`src/common/pmc_pkg.sv`:
```
/*
  Shared constants of the power-management configuration bank: register
  offsets, field positions, reset values and the delay timebase.
  Assumes a single 10 MHz system clock, whichever oscillator feeds it.
*/
`default_nettype none
package pmc_pkg;
  localparam int REG_ADDR_W = 8;
  localparam int REG_DATA_W = 8;
  localparam int RAIL_N = 4;
  // register offsets
  localparam logic [7:0] OFS_RAIL_DELAY_BASE = 8'h0C;
  localparam logic [7:0] OFS_DEVICE_CONFIGURATION = 8'h13;
  localparam logic [7:0] OFS_PLL_CLOCK_CONTROL = 8'h14;
  localparam logic [7:0] OFS_POWER_OK_CONTROL_ONE = 8'h15;
  localparam logic [7:0] OFS_POWER_OK_CONTROL_TWO = 8'h16;
  localparam logic [7:0] OFS_BLOCK_STATUS = 8'h1F;
  // reset values
  localparam logic [7:0] RST_RAIL_DELAY = 8'h00;
  localparam logic [7:0] RST_DEVICE_CONFIGURATION = 8'h00;
  localparam logic [7:0] RST_PLL_CLOCK_CONTROL = 8'h00;
  localparam logic [7:0] RST_POWER_OK_CONTROL_ONE = 8'h00;
  localparam logic [7:0] RST_POWER_OK_CONTROL_TWO = 8'h00;
  // device_configuration fields
  localparam int CFG_STARTUP_WIDE = 6;
  localparam int CFG_SHUTDOWN_WIDE = 5;
  localparam int CFG_CLOCK_PIN_ROLE = 4;
  localparam int CFG_CLOCK_PIN_PD = 3;
  localparam int CFG_ENABLE_PIN_PD = 2;
  localparam int CFG_THERMAL_THRESH = 1;
  localparam int CFG_SPREAD = 0;
  // pll_clock_control fields
  localparam int PLL_ENABLE = 6;
  localparam int PLL_FREQ_LSB = 0;
  localparam int PLL_FREQ_W = 5;
  localparam logic [4:0] PLL_FREQ_MAX = 5'h17;
  // power_ok_control_one fields
  localparam int POK_POLARITY = 7;
  localparam int POK_OPEN_DRAIN = 6;
  localparam int POK_LINEAR_WINDOW = 5;
  localparam int POK_SWITCHER_WINDOW = 4;
  localparam int POK_MONITOR_LSB = 0;
  // rail delay register fields
  localparam int DLY_STARTUP_LSB = 0;
  localparam int DLY_SHUTDOWN_LSB = 4;
  localparam int DLY_CODE_W = 4;
  // timebase
  localparam int CLK_PERIOD_NS = 100;
  localparam int HALF_MS_NS = 500000;
  localparam int HALF_MS_CYCLES = HALF_MS_NS / CLK_PERIOD_NS;
endpackage
`default_nettype wire

```
`src/logic/pmc_sync.sv`:
```
/*
  Two-flop synchroniser for a group of asynchronous levels.
  Assumes inputs are quasi-static levels; multi-bit groups may skew by a cycle.
*/
`default_nettype none
module pmc_sync #(
  parameter int W = 1
) (
  // clock and reset
  input wire logic clk,
  input wire logic rst,
  // levels
  input wire logic [W-1:0] async_in,
  output logic [W-1:0] sync_out
);
  logic [W-1:0] meta_ff;
  logic [W-1:0] sync_ff;

  always_ff @(posedge clk) begin
    if (rst) begin
      meta_ff <= '0;
      sync_ff <= '0;
    end else begin
      meta_ff <= async_in;
      sync_ff <= meta_ff;
    end
  end

  assign sync_out = sync_ff;
endmodule
`default_nettype wire

```
`src/logic/pmc_delay_cnt.sv`:
```
/*
  Start-up and shutdown delay of one output after the enable level's edges.
  Assumes a one-cycle half-millisecond tick from a free-running divider.
*/
`default_nettype none
module pmc_delay_cnt (
  // clock and reset
  input wire logic clk,
  input wire logic rst,
  // timing
  input wire logic half_ms_tick,
  input wire logic enable_level,
  input wire logic [3:0] startup_code,
  input wire logic [3:0] shutdown_code,
  input wire logic startup_wide,
  input wire logic shutdown_wide,
  // result
  output logic rail_on
);
  typedef enum logic [1:0] {ST_OFF, ST_WAIT_ON, ST_ON, ST_WAIT_OFF} pmc_dly_state_t;
  pmc_dly_state_t state_ff;
  pmc_dly_state_t nxt_state;
  logic en_q_ff;
  logic [4:0] cnt_ff;
  logic [4:0] nxt_cnt;
  logic [4:0] target_ff;
  logic [4:0] nxt_target;
  logic rail_on_ff;
  wire rise = enable_level & ~en_q_ff;
  wire fall = ~enable_level & en_q_ff;
  // wide range counts two half-ms ticks per step
  wire [4:0] up_target = startup_wide ? {startup_code, 1'b0} : {1'b0, startup_code}; // RL1 RL18
  wire [4:0] down_target = shutdown_wide ? {shutdown_code, 1'b0} : {1'b0, shutdown_code}; // RL2
  wire done = cnt_ff == target_ff;

  always_comb begin
    nxt_state = state_ff;
    nxt_target = target_ff;
    nxt_cnt = cnt_ff;
    unique case (state_ff)
      ST_OFF: begin
        if (rise) begin
          nxt_state = ST_WAIT_ON;
          nxt_target = up_target;
          nxt_cnt = 5'h00;
        end
      end
      ST_WAIT_ON: begin
        if (fall) begin
          nxt_state = ST_OFF;
        end else if (done) begin
          nxt_state = ST_ON;
        end else if (half_ms_tick) begin
          nxt_cnt = cnt_ff + 5'h01;
        end
      end
      ST_ON: begin
        if (fall) begin
          nxt_state = ST_WAIT_OFF;
          nxt_target = down_target;
          nxt_cnt = 5'h00;
        end
      end
      ST_WAIT_OFF: begin
        if (rise) begin
          nxt_state = ST_ON;
        end else if (done) begin
          nxt_state = ST_OFF;
        end else if (half_ms_tick) begin
          nxt_cnt = cnt_ff + 5'h01;
        end
      end
    endcase
  end

  always_ff @(posedge clk) begin
    if (rst) begin
      state_ff <= ST_OFF;
      en_q_ff <= 1'b0;
      cnt_ff <= 5'h00;
      target_ff <= 5'h00;
      rail_on_ff <= 1'b0;
    end else begin
      state_ff <= nxt_state;
      en_q_ff <= enable_level;
      cnt_ff <= nxt_cnt;
      target_ff <= nxt_target;
      rail_on_ff <= (nxt_state == ST_ON) || (nxt_state == ST_WAIT_OFF);
    end
  end

  assign rail_on = rail_on_ff;
endmodule
`default_nettype wire

```
`src/logic/pmc_config_top.sv`:
```
/*
  Configuration bank of the power-management control: device configuration,
  clock source selection, power-ok aggregation and output delay sequencing.
  Assumes an internal register port driven by the serial interface engine,
  and analog comparator and clock-detect levels arriving asynchronously.
*/
`default_nettype none
// What this block does
// RL1 - start-up range: 0.5 ms or 1 ms steps
// RL2 - shutdown range: 0.5 ms or 1 ms steps
// RL3 - bit 4 picks clock pin role
// RL4 - bit 3 drives clock pin pull-down
// RL5 - bit 2 drives enable pin pull-down
// RL6 - bit 1 picks thermal warning threshold
// RL7 - bit 0 turns spread spectrum on
// RL8 - PLL off forces internal oscillator
// RL9 - PLL on uses external clock automatically
// RL10 - clock appear/disappear raises event
// RL11 - software writes zero to bit 5
// RL12 - frequency code plus one MHz, max 0x17
// RL13 - bit 7 sets power-ok polarity
// RL14 - bit 6 selects open-drain power-ok drive
// RL15 - linear regulators: window or undervoltage only
// RL16 - switchers: window or undervoltage only
// RL17 - per-rail power-ok monitoring enables
// RL18 - start-up code delays output rise
// RL19 - power-ok valid only if enabled rails pass
// RL20 - delay timebase from active system clock
module pmc_config_top
  import pmc_pkg::*;
#(
  parameter int HALF_MS_CYCLES_P = pmc_pkg::HALF_MS_CYCLES
) (
  // clock and reset
  input wire logic clk,
  input wire logic rst,
  // register port
  input wire logic [pmc_pkg::REG_ADDR_W-1:0] reg_addr,
  input wire logic [pmc_pkg::REG_DATA_W-1:0] reg_wdata,
  input wire logic reg_wr,
  input wire logic reg_rd,
  output logic [pmc_pkg::REG_DATA_W-1:0] reg_rdata,
  // pins and analog levels (asynchronous)
  input wire logic enable_pin,
  input wire logic external_clock_present,
  input wire logic [pmc_pkg::RAIL_N-1:0] rail_under_ok,
  input wire logic [pmc_pkg::RAIL_N-1:0] rail_over_ok,
  input wire logic die_above_low_threshold,
  input wire logic die_above_high_threshold,
  // operating mode from the device state machine
  input wire logic mode_standby_or_active,
  // device configuration outputs
  output logic clock_pin_is_clock_input,
  output logic clock_pin_is_second_general_output,
  output logic clock_pin_pulldown,
  output logic enable_pin_pulldown,
  output logic thermal_warning,
  output logic spread_spectrum_on,
  // clock source
  output logic pll_enable,
  output logic use_external_clock,
  output logic [4:0] external_clock_freq_code,
  output logic external_clock_event,
  // power-ok pin
  output logic power_ok_output_out,
  output logic power_ok_output_oe,
  // sequenced rail enables
  output logic [pmc_pkg::RAIL_N-1:0] rail_enable
);
  import pmc_pkg::*;

  logic [7:0] cfg_ff;
  logic [7:0] pll_ff;
  logic [7:0] pok1_ff;
  logic [7:0] pok2_ff;
  logic [7:0] rail_delay_ff [RAIL_N];
  logic [7:0] rdata_ff;
  logic [15:0] tb_cnt_ff;
  logic half_ms_tick_ff;
  logic ext_present_q_ff;
  logic event_ff;
  logic pok_out_ff;
  logic pok_oe_ff;
  logic warn_ff;
  logic use_ext_ff;

  // synchronised pin and analog levels
  logic enable_s;
  logic ext_present_s;
  logic [RAIL_N-1:0] under_ok_s;
  logic [RAIL_N-1:0] over_ok_s;
  logic die_low_s;
  logic die_high_s;

  pmc_sync #(.W(1)) u_sync_en (
    .clk(clk),
    .rst(rst),
    .async_in(enable_pin),
    .sync_out(enable_s)
  );

  pmc_sync #(.W(1)) u_sync_clk (
    .clk(clk),
    .rst(rst),
    .async_in(external_clock_present),
    .sync_out(ext_present_s)
  );

  pmc_sync #(.W(RAIL_N)) u_sync_uv (
    .clk(clk),
    .rst(rst),
    .async_in(rail_under_ok),
    .sync_out(under_ok_s)
  );

  pmc_sync #(.W(RAIL_N)) u_sync_ov (
    .clk(clk),
    .rst(rst),
    .async_in(rail_over_ok),
    .sync_out(over_ok_s)
  );

  pmc_sync #(.W(2)) u_sync_temp (
    .clk(clk),
    .rst(rst),
    .async_in({die_above_high_threshold, die_above_low_threshold}),
    .sync_out({die_high_s, die_low_s})
  );

  // register decode
  // an unmapped offset matches no decode, so such a write is simply dropped
  wire wr_cfg = reg_wr && (reg_addr == OFS_DEVICE_CONFIGURATION);
  wire wr_pll = reg_wr && (reg_addr == OFS_PLL_CLOCK_CONTROL);
  wire wr_pok1 = reg_wr && (reg_addr == OFS_POWER_OK_CONTROL_ONE);
  wire wr_pok2 = reg_wr && (reg_addr == OFS_POWER_OK_CONTROL_TWO);
  // a reserved frequency code is refused and the previous code kept
  wire [4:0] wr_freq = reg_wdata[PLL_FREQ_LSB +: PLL_FREQ_W];
  wire freq_legal = wr_freq <= PLL_FREQ_MAX; // RL12
  wire [4:0] nxt_freq = freq_legal ? wr_freq : pll_ff[PLL_FREQ_LSB +: PLL_FREQ_W]; // RL12
  wire [7:0] nxt_pll = {reg_wdata[7:PLL_FREQ_W], nxt_freq};

  always_ff @(posedge clk) begin
    if (rst) begin
      cfg_ff <= RST_DEVICE_CONFIGURATION;
    end else if (wr_cfg) begin
      cfg_ff <= reg_wdata;
    end
  end

  always_ff @(posedge clk) begin
    if (rst) begin
      pll_ff <= RST_PLL_CLOCK_CONTROL;
    end else if (wr_pll) begin
      pll_ff <= nxt_pll; // RL12
    end
  end

  always_ff @(posedge clk) begin
    if (rst) begin
      pok1_ff <= RST_POWER_OK_CONTROL_ONE;
    end else if (wr_pok1) begin
      pok1_ff <= reg_wdata;
    end
  end

  always_ff @(posedge clk) begin
    if (rst) begin
      pok2_ff <= RST_POWER_OK_CONTROL_TWO;
    end else if (wr_pok2) begin
      pok2_ff <= reg_wdata;
    end
  end

  // per-rail delay registers and sequencers; delays count from the enable pin edges
  logic [RAIL_N-1:0] rail_on;

  genvar gi;
  generate
    for (gi = 0; gi < RAIL_N; gi++) begin : g_rail
      wire wr_dly = reg_wr && (reg_addr == OFS_RAIL_DELAY_BASE + 8'(gi));

      always_ff @(posedge clk) begin
        if (rst) begin
          rail_delay_ff[gi] <= RST_RAIL_DELAY;
        end else if (wr_dly) begin
          rail_delay_ff[gi] <= reg_wdata;
        end
      end

      pmc_delay_cnt u_delay (
        .clk(clk),
        .rst(rst),
        .half_ms_tick(half_ms_tick_ff),
        .enable_level(enable_s),
        .startup_code(rail_delay_ff[gi][DLY_STARTUP_LSB +: DLY_CODE_W]),
        .shutdown_code(rail_delay_ff[gi][DLY_SHUTDOWN_LSB +: DLY_CODE_W]),
        .startup_wide(cfg_ff[CFG_STARTUP_WIDE]), // RL1
        .shutdown_wide(cfg_ff[CFG_SHUTDOWN_WIDE]), // RL2
        .rail_on(rail_on[gi]) // RL18
      );
    end
  endgenerate

  assign rail_enable = rail_on;

  // half-millisecond timebase; clk is whatever oscillator is currently selected,
  // so both delay ranges follow the active source without extra logic
  wire tb_wrap = tb_cnt_ff == 16'(HALF_MS_CYCLES_P - 1);

  always_ff @(posedge clk) begin
    if (rst) begin
      tb_cnt_ff <= 16'h0000;
    end else begin
      tb_cnt_ff <= tb_wrap ? 16'h0000 : tb_cnt_ff + 16'h0001; // RL20
    end
  end

  // the tick is free-running, so a delay may end up to one tick early
  always_ff @(posedge clk) begin
    if (rst) begin
      half_ms_tick_ff <= 1'b0;
    end else begin
      half_ms_tick_ff <= tb_wrap; // RL20
    end
  end

  // clock source selection
  wire pll_on = pll_ff[PLL_ENABLE] & mode_standby_or_active; // RL8 RL9
  wire pin_is_clock = cfg_ff[CFG_CLOCK_PIN_ROLE]; // RL3
  wire clock_seen = pin_is_clock & ext_present_s;
  wire nxt_use_ext = pll_on & clock_seen; // RL9
  // appear and disappear both count; detection only while the PLL runs
  wire clock_changed = clock_seen ^ ext_present_q_ff;
  wire nxt_event = pll_on & clock_changed; // RL10

  // the history runs with the PLL off too, so turning it on raises no stale event
  always_ff @(posedge clk) begin
    if (rst) begin
      ext_present_q_ff <= 1'b0;
      event_ff <= 1'b0;
    end else begin
      ext_present_q_ff <= clock_seen;
      event_ff <= nxt_event; // RL10
    end
  end

  always_ff @(posedge clk) begin
    if (rst) begin
      use_ext_ff <= 1'b0;
    end else begin
      use_ext_ff <= nxt_use_ext; // RL8
    end
  end

  // thermal warning compare; both comparators are synchronised, and the registered warning follows a new threshold a cycle later
  wire nxt_warn = cfg_ff[CFG_THERMAL_THRESH] ? die_high_s : die_low_s; // RL6

  always_ff @(posedge clk) begin
    if (rst) begin
      warn_ff <= 1'b0;
    end else begin
      warn_ff <= nxt_warn; // RL6
    end
  end

  // power-ok aggregation; rails 0,1 are switchers, rails 2,3 are linear regulators
  wire [RAIL_N-1:0] rail_pass;

  generate
    for (gi = 0; gi < RAIL_N; gi++) begin : g_pass
      // overvoltage is ignored unless the window check of the rail's kind is on
      wire window_on = (gi < RAIL_N / 2) ? pok1_ff[POK_SWITCHER_WINDOW] : pok1_ff[POK_LINEAR_WINDOW]; // RL15 RL16
      assign rail_pass[gi] = under_ok_s[gi] & (over_ok_s[gi] | ~window_on); // RL15 RL16
    end
  endgenerate

  wire [RAIL_N-1:0] monitor = pok1_ff[POK_MONITOR_LSB +: RAIL_N]; // RL17
  wire outputs_valid = &(rail_pass | ~monitor); // RL17 RL19
  wire pok_level = outputs_valid ^ pok1_ff[POK_POLARITY]; // RL13
  // open drain only ever pulls low; a high level releases the pin
  wire nxt_pok_oe = pok1_ff[POK_OPEN_DRAIN] ? ~pok_level : 1'b1; // RL14
  wire nxt_pok_out = pok1_ff[POK_OPEN_DRAIN] ? 1'b0 : pok_level; // RL14

  // registered so the pin cannot glitch while rail inputs and settings change
  always_ff @(posedge clk) begin
    if (rst) begin
      pok_out_ff <= 1'b0;
      pok_oe_ff <= 1'b0;
    end else begin
      pok_out_ff <= nxt_pok_out; // RL13
      pok_oe_ff <= nxt_pok_oe; // RL14
    end
  end

  // read-back; status register shows live block state
  wire [7:0] status_word = {rail_on, outputs_valid, warn_ff, use_ext_ff, ext_present_s};
  logic [7:0] rd_mux;

  always_comb begin
    rd_mux = 8'h00;
    for (int i = 0; i < RAIL_N; i++) begin
      if (reg_addr == OFS_RAIL_DELAY_BASE + 8'(i)) begin
        rd_mux = rail_delay_ff[i];
      end
    end
    unique case (reg_addr)
      OFS_DEVICE_CONFIGURATION: rd_mux = cfg_ff;
      OFS_PLL_CLOCK_CONTROL: rd_mux = pll_ff;
      OFS_POWER_OK_CONTROL_ONE: rd_mux = pok1_ff;
      OFS_POWER_OK_CONTROL_TWO: rd_mux = pok2_ff;
      OFS_BLOCK_STATUS: rd_mux = status_word;
      default: rd_mux = rd_mux;
    endcase
  end

  // read data holds until the next read strobe, so a slow serial engine may shift it out
  always_ff @(posedge clk) begin
    if (rst) begin
      rdata_ff <= 8'h00;
    end else if (reg_rd) begin
      rdata_ff <= rd_mux;
    end
  end

  assign reg_rdata = rdata_ff;

  // configuration outputs; all but pll_enable and the registered warning and clock-source flags come straight from register bits
  assign clock_pin_is_clock_input = pin_is_clock; // RL3
  assign clock_pin_is_second_general_output = ~pin_is_clock; // RL3
  assign clock_pin_pulldown = cfg_ff[CFG_CLOCK_PIN_PD]; // RL4
  assign enable_pin_pulldown = cfg_ff[CFG_ENABLE_PIN_PD]; // RL5
  assign spread_spectrum_on = cfg_ff[CFG_SPREAD]; // RL7
  assign thermal_warning = warn_ff;
  assign pll_enable = pll_on; // RL8
  assign use_external_clock = use_ext_ff;
  assign external_clock_freq_code = pll_ff[PLL_FREQ_LSB +: PLL_FREQ_W]; // RL12
  assign external_clock_event = event_ff;

  // power-ok pin drive
  assign power_ok_output_out = pok_out_ff;
  assign power_ok_output_oe = pok_oe_ff;
endmodule
`default_nettype wire

```
`config.mk`:
```
export PLATFORM = sky130hd
export DESIGN_NAME = pmc_config_top
export DESIGN_NICKNAME = d
export VERILOG_FILES = /design/src/common/pmc_pkg.sv /design/src/logic/pmc_sync.sv /design/src/logic/pmc_delay_cnt.sv /design/src/logic/pmc_config_top.sv
export SDC_FILE = /design/constraint.sdc
export NUM_CORES = 1
export LEC_CHECK = 0
export BUFFER_PORTS_ARGS = -buffer_cell sky130_fd_sc_hd__clkbuf_2
export CAP_MARGIN = 10
export CORE_MARGIN = 5
export CORE_UTILIZATION = 45
export CTS_BUF_LIST = sky130_fd_sc_hd__clkbuf_4 sky130_fd_sc_hd__clkbuf_8
export DETAILED_ROUTE_END_ITERATION = 10
export GPL_TIMING_DRIVEN = 0
export SETUP_SLACK_MARGIN = 0.05
export SYNTH_ARGS = -nofsm -noshare
export SYNTH_HDL_FRONTEND = slang
export SYNTH_SLANG_ARGS = --single-unit
```
`constraint.sdc`:
```
create_clock -name clk -period 1.97 [get_ports clk]
set_input_delay 0.394 -clock clk [delete_from_list [all_inputs] [get_ports clk]]
set_output_delay 0.394 -clock clk [all_outputs]
set_load 0.02 [all_outputs]
```
-- After elaboration in Yosys (flattened, before gate mapping)
Memory sizes are Yosys's and may differ from the RTL's.
Index checks and enable logic that the tools add are counted.
- input port bits: 33
- flip-flop bits (word level): 140
- bits in writable memories: 32
- logic and storage cells: 253
- memories: 1
- muxes and demuxes: 95
- add/subtract/negate cells: 5
- bitwise operators: 28
- order comparisons: 1
- reductions and logical operators: 32
- equality and inequality tests: 50
- memory list (memory ; words ; width ; rd ports ; clocked after memory_dff ; write ports ; RTL line ; RTL):
    rail_delay_ff ; 4 ; 8 ; 4 ; 0 ; 4 ; pmc_config_top.sv:76 ; logic [7:0] rail_delay_ff [RAIL_N];
- operator list (cell ; count):
    $mux 5 ; 34
    $pmux 5 s4 ; 4
    $mux 8 ; 8
    $mux 2 ; 24
    $eq 8x5->1 const B ; 5
    $pmux 5 s2 ; 4
    $pmux 8 s5 ; 1
    $eq 2x2->1 const B ; 16
    $eq 8x4->1 const B ; 4
    $pmux 2 s4 ; 4
    $ne 2x2->1 const B ; 14
    $add 5x1->5 const B ; 4
    $eq 5x5->1 ; 4
    $reduce_and 4->1 ; 5
    $add 16x1->16 const B ; 1
    $eq 16x13->1 const B ; 1
    $mux 1 ; 16
    $reduce_and 3->1 ; 4
    $and 1x1->1 ; 10
    $eq 2x1->1 const B ; 4
    $logic_and 1x1->1 ; 8
    $logic_not 2->1 ; 4
    $or 1x1->1 ; 8
    $reduce_bool 2->1 ; 4
    other kinds (9) ; 20

-- Logic depth before layout (Yosys ltp)
- depth after elaboration: 8
- gate-level depth with buffers: 7

-- By module
Synthesis repeated with hierarchy kept, for this count alone.
- cell total of the unflattened synthesis: 864
- area, all modules: 8130.3 µm²
- by module, submodules not included (module ; seq. area each (µm²) ; area each (µm²) ; instances ; cells an instance):
    pmc_config_top ; 2222.1 ; 4331.7 ; 1 ; 452
    pmc_delay_cnt ; 260.2 ; 792.0 ; 4 ; 91
    pmc_sync at u_sync_ov ... ; 160.2 ; 210.2 ; 2 ; 16
    pmc_sync at u_sync_clk ... ; 40.0 ; 52.6 ; 2 ; 4
    pmc_sync at u_sync_temp ; 80.1 ; 105.1 ; 1 ; 8

-- Least setup slack after synthesis
No wires, ideal clock.
- path kind: input to register
- start: input reg_addr[7] (netlist name)
- end: register pok2_ff[0]
- data required time: 1.842 ns
- stages: 6
- setup slack: -0.025 ns
- arrival: 1.868 ns
- buffers on the path: 1
- cells stage by stage: or4b_1 buf_2 or3_4 nor2_8 mux2i_1 nor2_1
- longest elaborated chain between the ends: 2
- ends and longest elaborated chain (what ; RTL line ; RTL):
    start: declaration ; pmc_config_top.sv:38 ; input wire logic [pmc_pkg::REG_ADDR_W-1:0] reg_addr,
    $eq 8x5->1 ; pmc_config_top.sv:135 ; wire wr_pok2 = reg_wr && (reg_addr == OFS_POWER_OK_CONTROL_TWO);
    $logic_and 1x1->1 ; pmc_config_top.sv:135 ;
    end signal: assignment ; pmc_config_top.sv:170 ; pok2_ff <= reg_wdata;
    end: declaration ; pmc_config_top.sv:75 ; logic [7:0] pok2_ff;
Every way passes these cells.
A chain may end at the register's enable or synchronous reset.

-- Worst setup path in the final report
- start: input reg_addr[7] (netlist name)
- end: register cfg_ff[5]
- longest elaborated chain between the ends: 2
- ends and longest elaborated chain (what ; RTL line ; RTL):
    $eq 8x5->1 ; pmc_config_top.sv:132 ; wire wr_cfg = reg_wr && (reg_addr == OFS_DEVICE_CONFIGURATION);
    $logic_and 1x1->1 ; pmc_config_top.sv:132 ;
    end signal: assignment ; pmc_config_top.sv:146 ; cfg_ff <= reg_wdata;
    end: declaration ; pmc_config_top.sv:72 ; logic [7:0] cfg_ff;
Every way passes these cells.

==> run_results.csv <==
group,metric,value,unit
logic_synthesis,netlist_top_cells_count,"dfxtp_1, nor2_1, nand2_1",
routing,avgViaCountPerCell,5.46,
placed_design,gp_congestion,0.866,
logic_synthesis,synth_area,0.00807,sq mm
clocking,cts-root-buf,"clkbuf_8",
timing,tightest_slew,0.930,ns
logic_synthesis,synth_nets,877,
global_routing,use_met1,0.280,
timing,grt_setup_unrepaired,"yes",
logic_synthesis,synth_fa_ha_area_frac,0.00775,
logic_synthesis,synthCells,839,
power,power_density,757,mW/mm^2
clocking,cts_tree,"built",
run,drv_cap,0,
layout,area_growth,14.4,%
setup_path,critPathArrivalTime,2.22,ns
worst_hold_path,hp-class,"primary input to register",
setup_path,crit_path_start,"reg_addr[7]",
setup_path,critPathMaxStageDelay,0.54,ns
timing,whs,0.129,ns
placed_design,port_buffers,58,
routing,drc,0,
logic_synthesis,synth_top_family_by_area,"simple AND/OR/NAND/NOR gates",
clocking,cts.path.max_buffers,2,
placed_design,place_ws,-0.899,ns
floorplanning,coreArea,0.0178,sq mm
power,total_power,6.98,mW
logic_synthesis,synth_edf_count,32,
timing,relSlewSlack,0.380,
worst_hold_path,hp-start,"external_clock_present",
logic_synthesis,yosysUniqueCellTypes,66,
global_routing,first_global_vias,6216,
global_routing,grt_busiest_layer,"met2",
clocking,cts_inserted_buffers,17,
floorplanning,io_pins,61,
setup_path,path_delay_family,"simple AND/OR/NAND/NOR gates",
timing,finalCriticalPeriod,1.92,ns
logic_synthesis,avgSynthCellArea,9.62,sq um
setup_path,worstReg2RegStart,"u_sync_en.sync_out",
setup_path,crit_slowest_cell,"or4b_4",
setup_path,path_cells,"clkbuf_2 > or4b_4 > buf_6 > nor4b_4 > buf_4 > nand2_2 > nand2_1 > a21oi_1",
clocking,ctsHoldBuffers,0,
global_routing,gr-usage-met2,0.362,
logic_synthesis,yosysSeqAreaShare,0.464,
global_routing,met3_usage,0.0366,
logic_synthesis,ys_seq_elements,171,
timing,fmax,520,MHz
timing,drv_slew,0,
timing,skew,0.0154,ns
logic_synthesis,synth_warnings,0,
timing,setup_viol,0,
logic_synthesis,post-synth-top-count-cell,"dfxtp_1",
power,leakage,3.33,nW
clocking,htreeDepth,4,
setup_path,cp-start-kind,"primary input",
logic_synthesis,synth_area_leader_cell,"dfxtp_1",
setup_path,cp.required,2.27,ns
routing,initialDrtViolationCount,431,
routing,routed_wl,21500,um
layout,fin_nets,954,
power,peakVddDrop,0.420,mV
logic_synthesis,synth_compound_area_frac,0.125,
logic_synthesis,synth_top_cell_area_share,0.345,
logic_synthesis,synth_xor_xnor_area_share,0.0391,
layout,diodes,0,
floorplanning,die_area,0.0207,sq mm
clocking,clkLatencyLatePin,0.47,ns
clocking,clkSinkCount,171,
placed_design,dpl.hpwl,15800,um
global_routing,grt_start_max_net_pins,20,
logic_synthesis,ys.flop_type,"dfxtp_1",
logic_synthesis,synthSimpleGateAreaFrac,0.227,
run_status,status,"completed",
global_routing,overflow,0,
global_routing,antenna_found_initial,0,
logic_synthesis,synthMuxAreaShare,0.0972,
global_routing,grt_pass1_wl,34200,um
routing,first_pass_iters,5,
routing,vias,6317,
logic_synthesis,synthArstFlopShare,0,
routing,wire_per_inst,18.6,um
floorplanning,rows,49,
routing,ant_nets,0,
global_routing,track_usage,0.216,
layout,final_area,0.00923,sq mm
timing,fin_tns_setup,0,ns
floorplanning,die_y,144,um
setup_path,worst-path-max-fanout,10,
floorplanning,initial_core_util,0.454,
placed_design,dpl_cell_area,0.00866,sq mm
logic_synthesis,synthTopCellsByArea,"dfxtp_1, edfxtp_1, mux2i_1, nor2_1, nor2b_1",
timing,final_hold_viol_count,0,
setup_path,crit_buf_inv,3,
setup_path,critical_path_class,"primary input to register",
clocking,clk_pin_slew,0.10,ns
floorplanning,chipWidth,144,um
timing,period_share,0.976,
timing,setup_ws,0.0466,ns
setup_path,endpoint_kind,"register",
layout,drive_above_1_share,0.181,
[metrics by stage]
stage          utilization  instances
2_1_floorplan            -        839
3_3_place_gp         0.487       1126
3_5_place_dp         0.487       1126
4_1_cts              0.515       1159
5_1_grt              0.519       1158
6_report             0.519       1158
[path summary, 6_finish.rpt]
| check | end | slack [ns] | cells past startpoint |
|---|---|---|---|
| min | u_sync_clk.meta_ff | 0.13 | 2 |
| min reg2reg | u_sync_en.sync_out | 0.44 | 1 |
| max reg2reg | g_rail[0].u_delay.cnt_ff[2] | 0.14 | 6 |
| max | cfg_ff[5] | 0.05 | 8 |
[per-layer routing]
| layer | up-vias | share of wire | wire length (um) |
|---|---|---|---|
| li1 | 3149 | - | - |
| met1 | 2972 | 0.45 | 9650 |
| met2 | 157 | 0.48 | 10300 |
| met3 | 39 | 0.039 | 837 |
| met4 | 0 | 0.033 | 703 |
| met5 | - | 0 | 0 |
[report_power, final]
group	internal [mW]	total, mW	switching (mW)
Combinational	0.256	0.657	0.402
Sequential	3.67	3.76	0.0947
Clock	1.08	2.56	1.48
Total	5.00	6.98	1.98
[cell type report]
class	count	area, sq um
plain buffers	48	272
fillers	1709	8550
well taps	229	287
inverters	17	63.8
multi-input cells	599	4110
clock inverters	15	174
clock buffers	17	234
flip-flops and latches	171	3750
repair buffers	62	345
[sequential cells by signal, summed over array words and instances, names as in the netlist, 2 cells and up]
register and flops:
rail_delay_ff 32, u_sync_ov.sync_out 4, u_sync_temp.meta_ff 2, g_rail.u_delay.target_ff 20, reg_rdata 8, cfg_ff 8
pok2_ff 8, pll_ff 8, g_rail.u_delay.state_ff 7, g_rail.u_delay.cnt_ff 20, u_sync_uv.meta_ff 4, u_sync_uv.sync_out 4
u_sync_ov.meta_ff 4, u_sync_temp.sync_out 2, tb_cnt_ff 16, pok1_ff 8, g_rail.u_delay.rail_on 4
[layout by cell type, fill, tap and decap left out, types with 21 or more instances in the layout]
master	instances
dfxtp_1	137
mux2i_1	57
nor2b_1	45
nand2_1	57
and2_1	31
xnor2_1	21
edfxtp_1	32
nor2_1	79
nand3_1	31
o21ai_0	29
a21oi_1	48
clkbuf_2	61
[logic make-up after synthesis]
group,after synthesis
AOI/OAI and AO/OA,154
buffers and inverters,69
xor gates and xnor gates,36
DFF,171
muxes,68
adders and majority gates,5
and+or+nand+nor,336
[what timing repair did]
item | in CTS | in global routing
setup endpoints to repair | 94 | 61
buffers inserted | 3 | 1
gates cloned | 0 | 0
resized for setup | 11 | 22
pin swaps | 2 | 1
(Power assumes the default switching activity.)
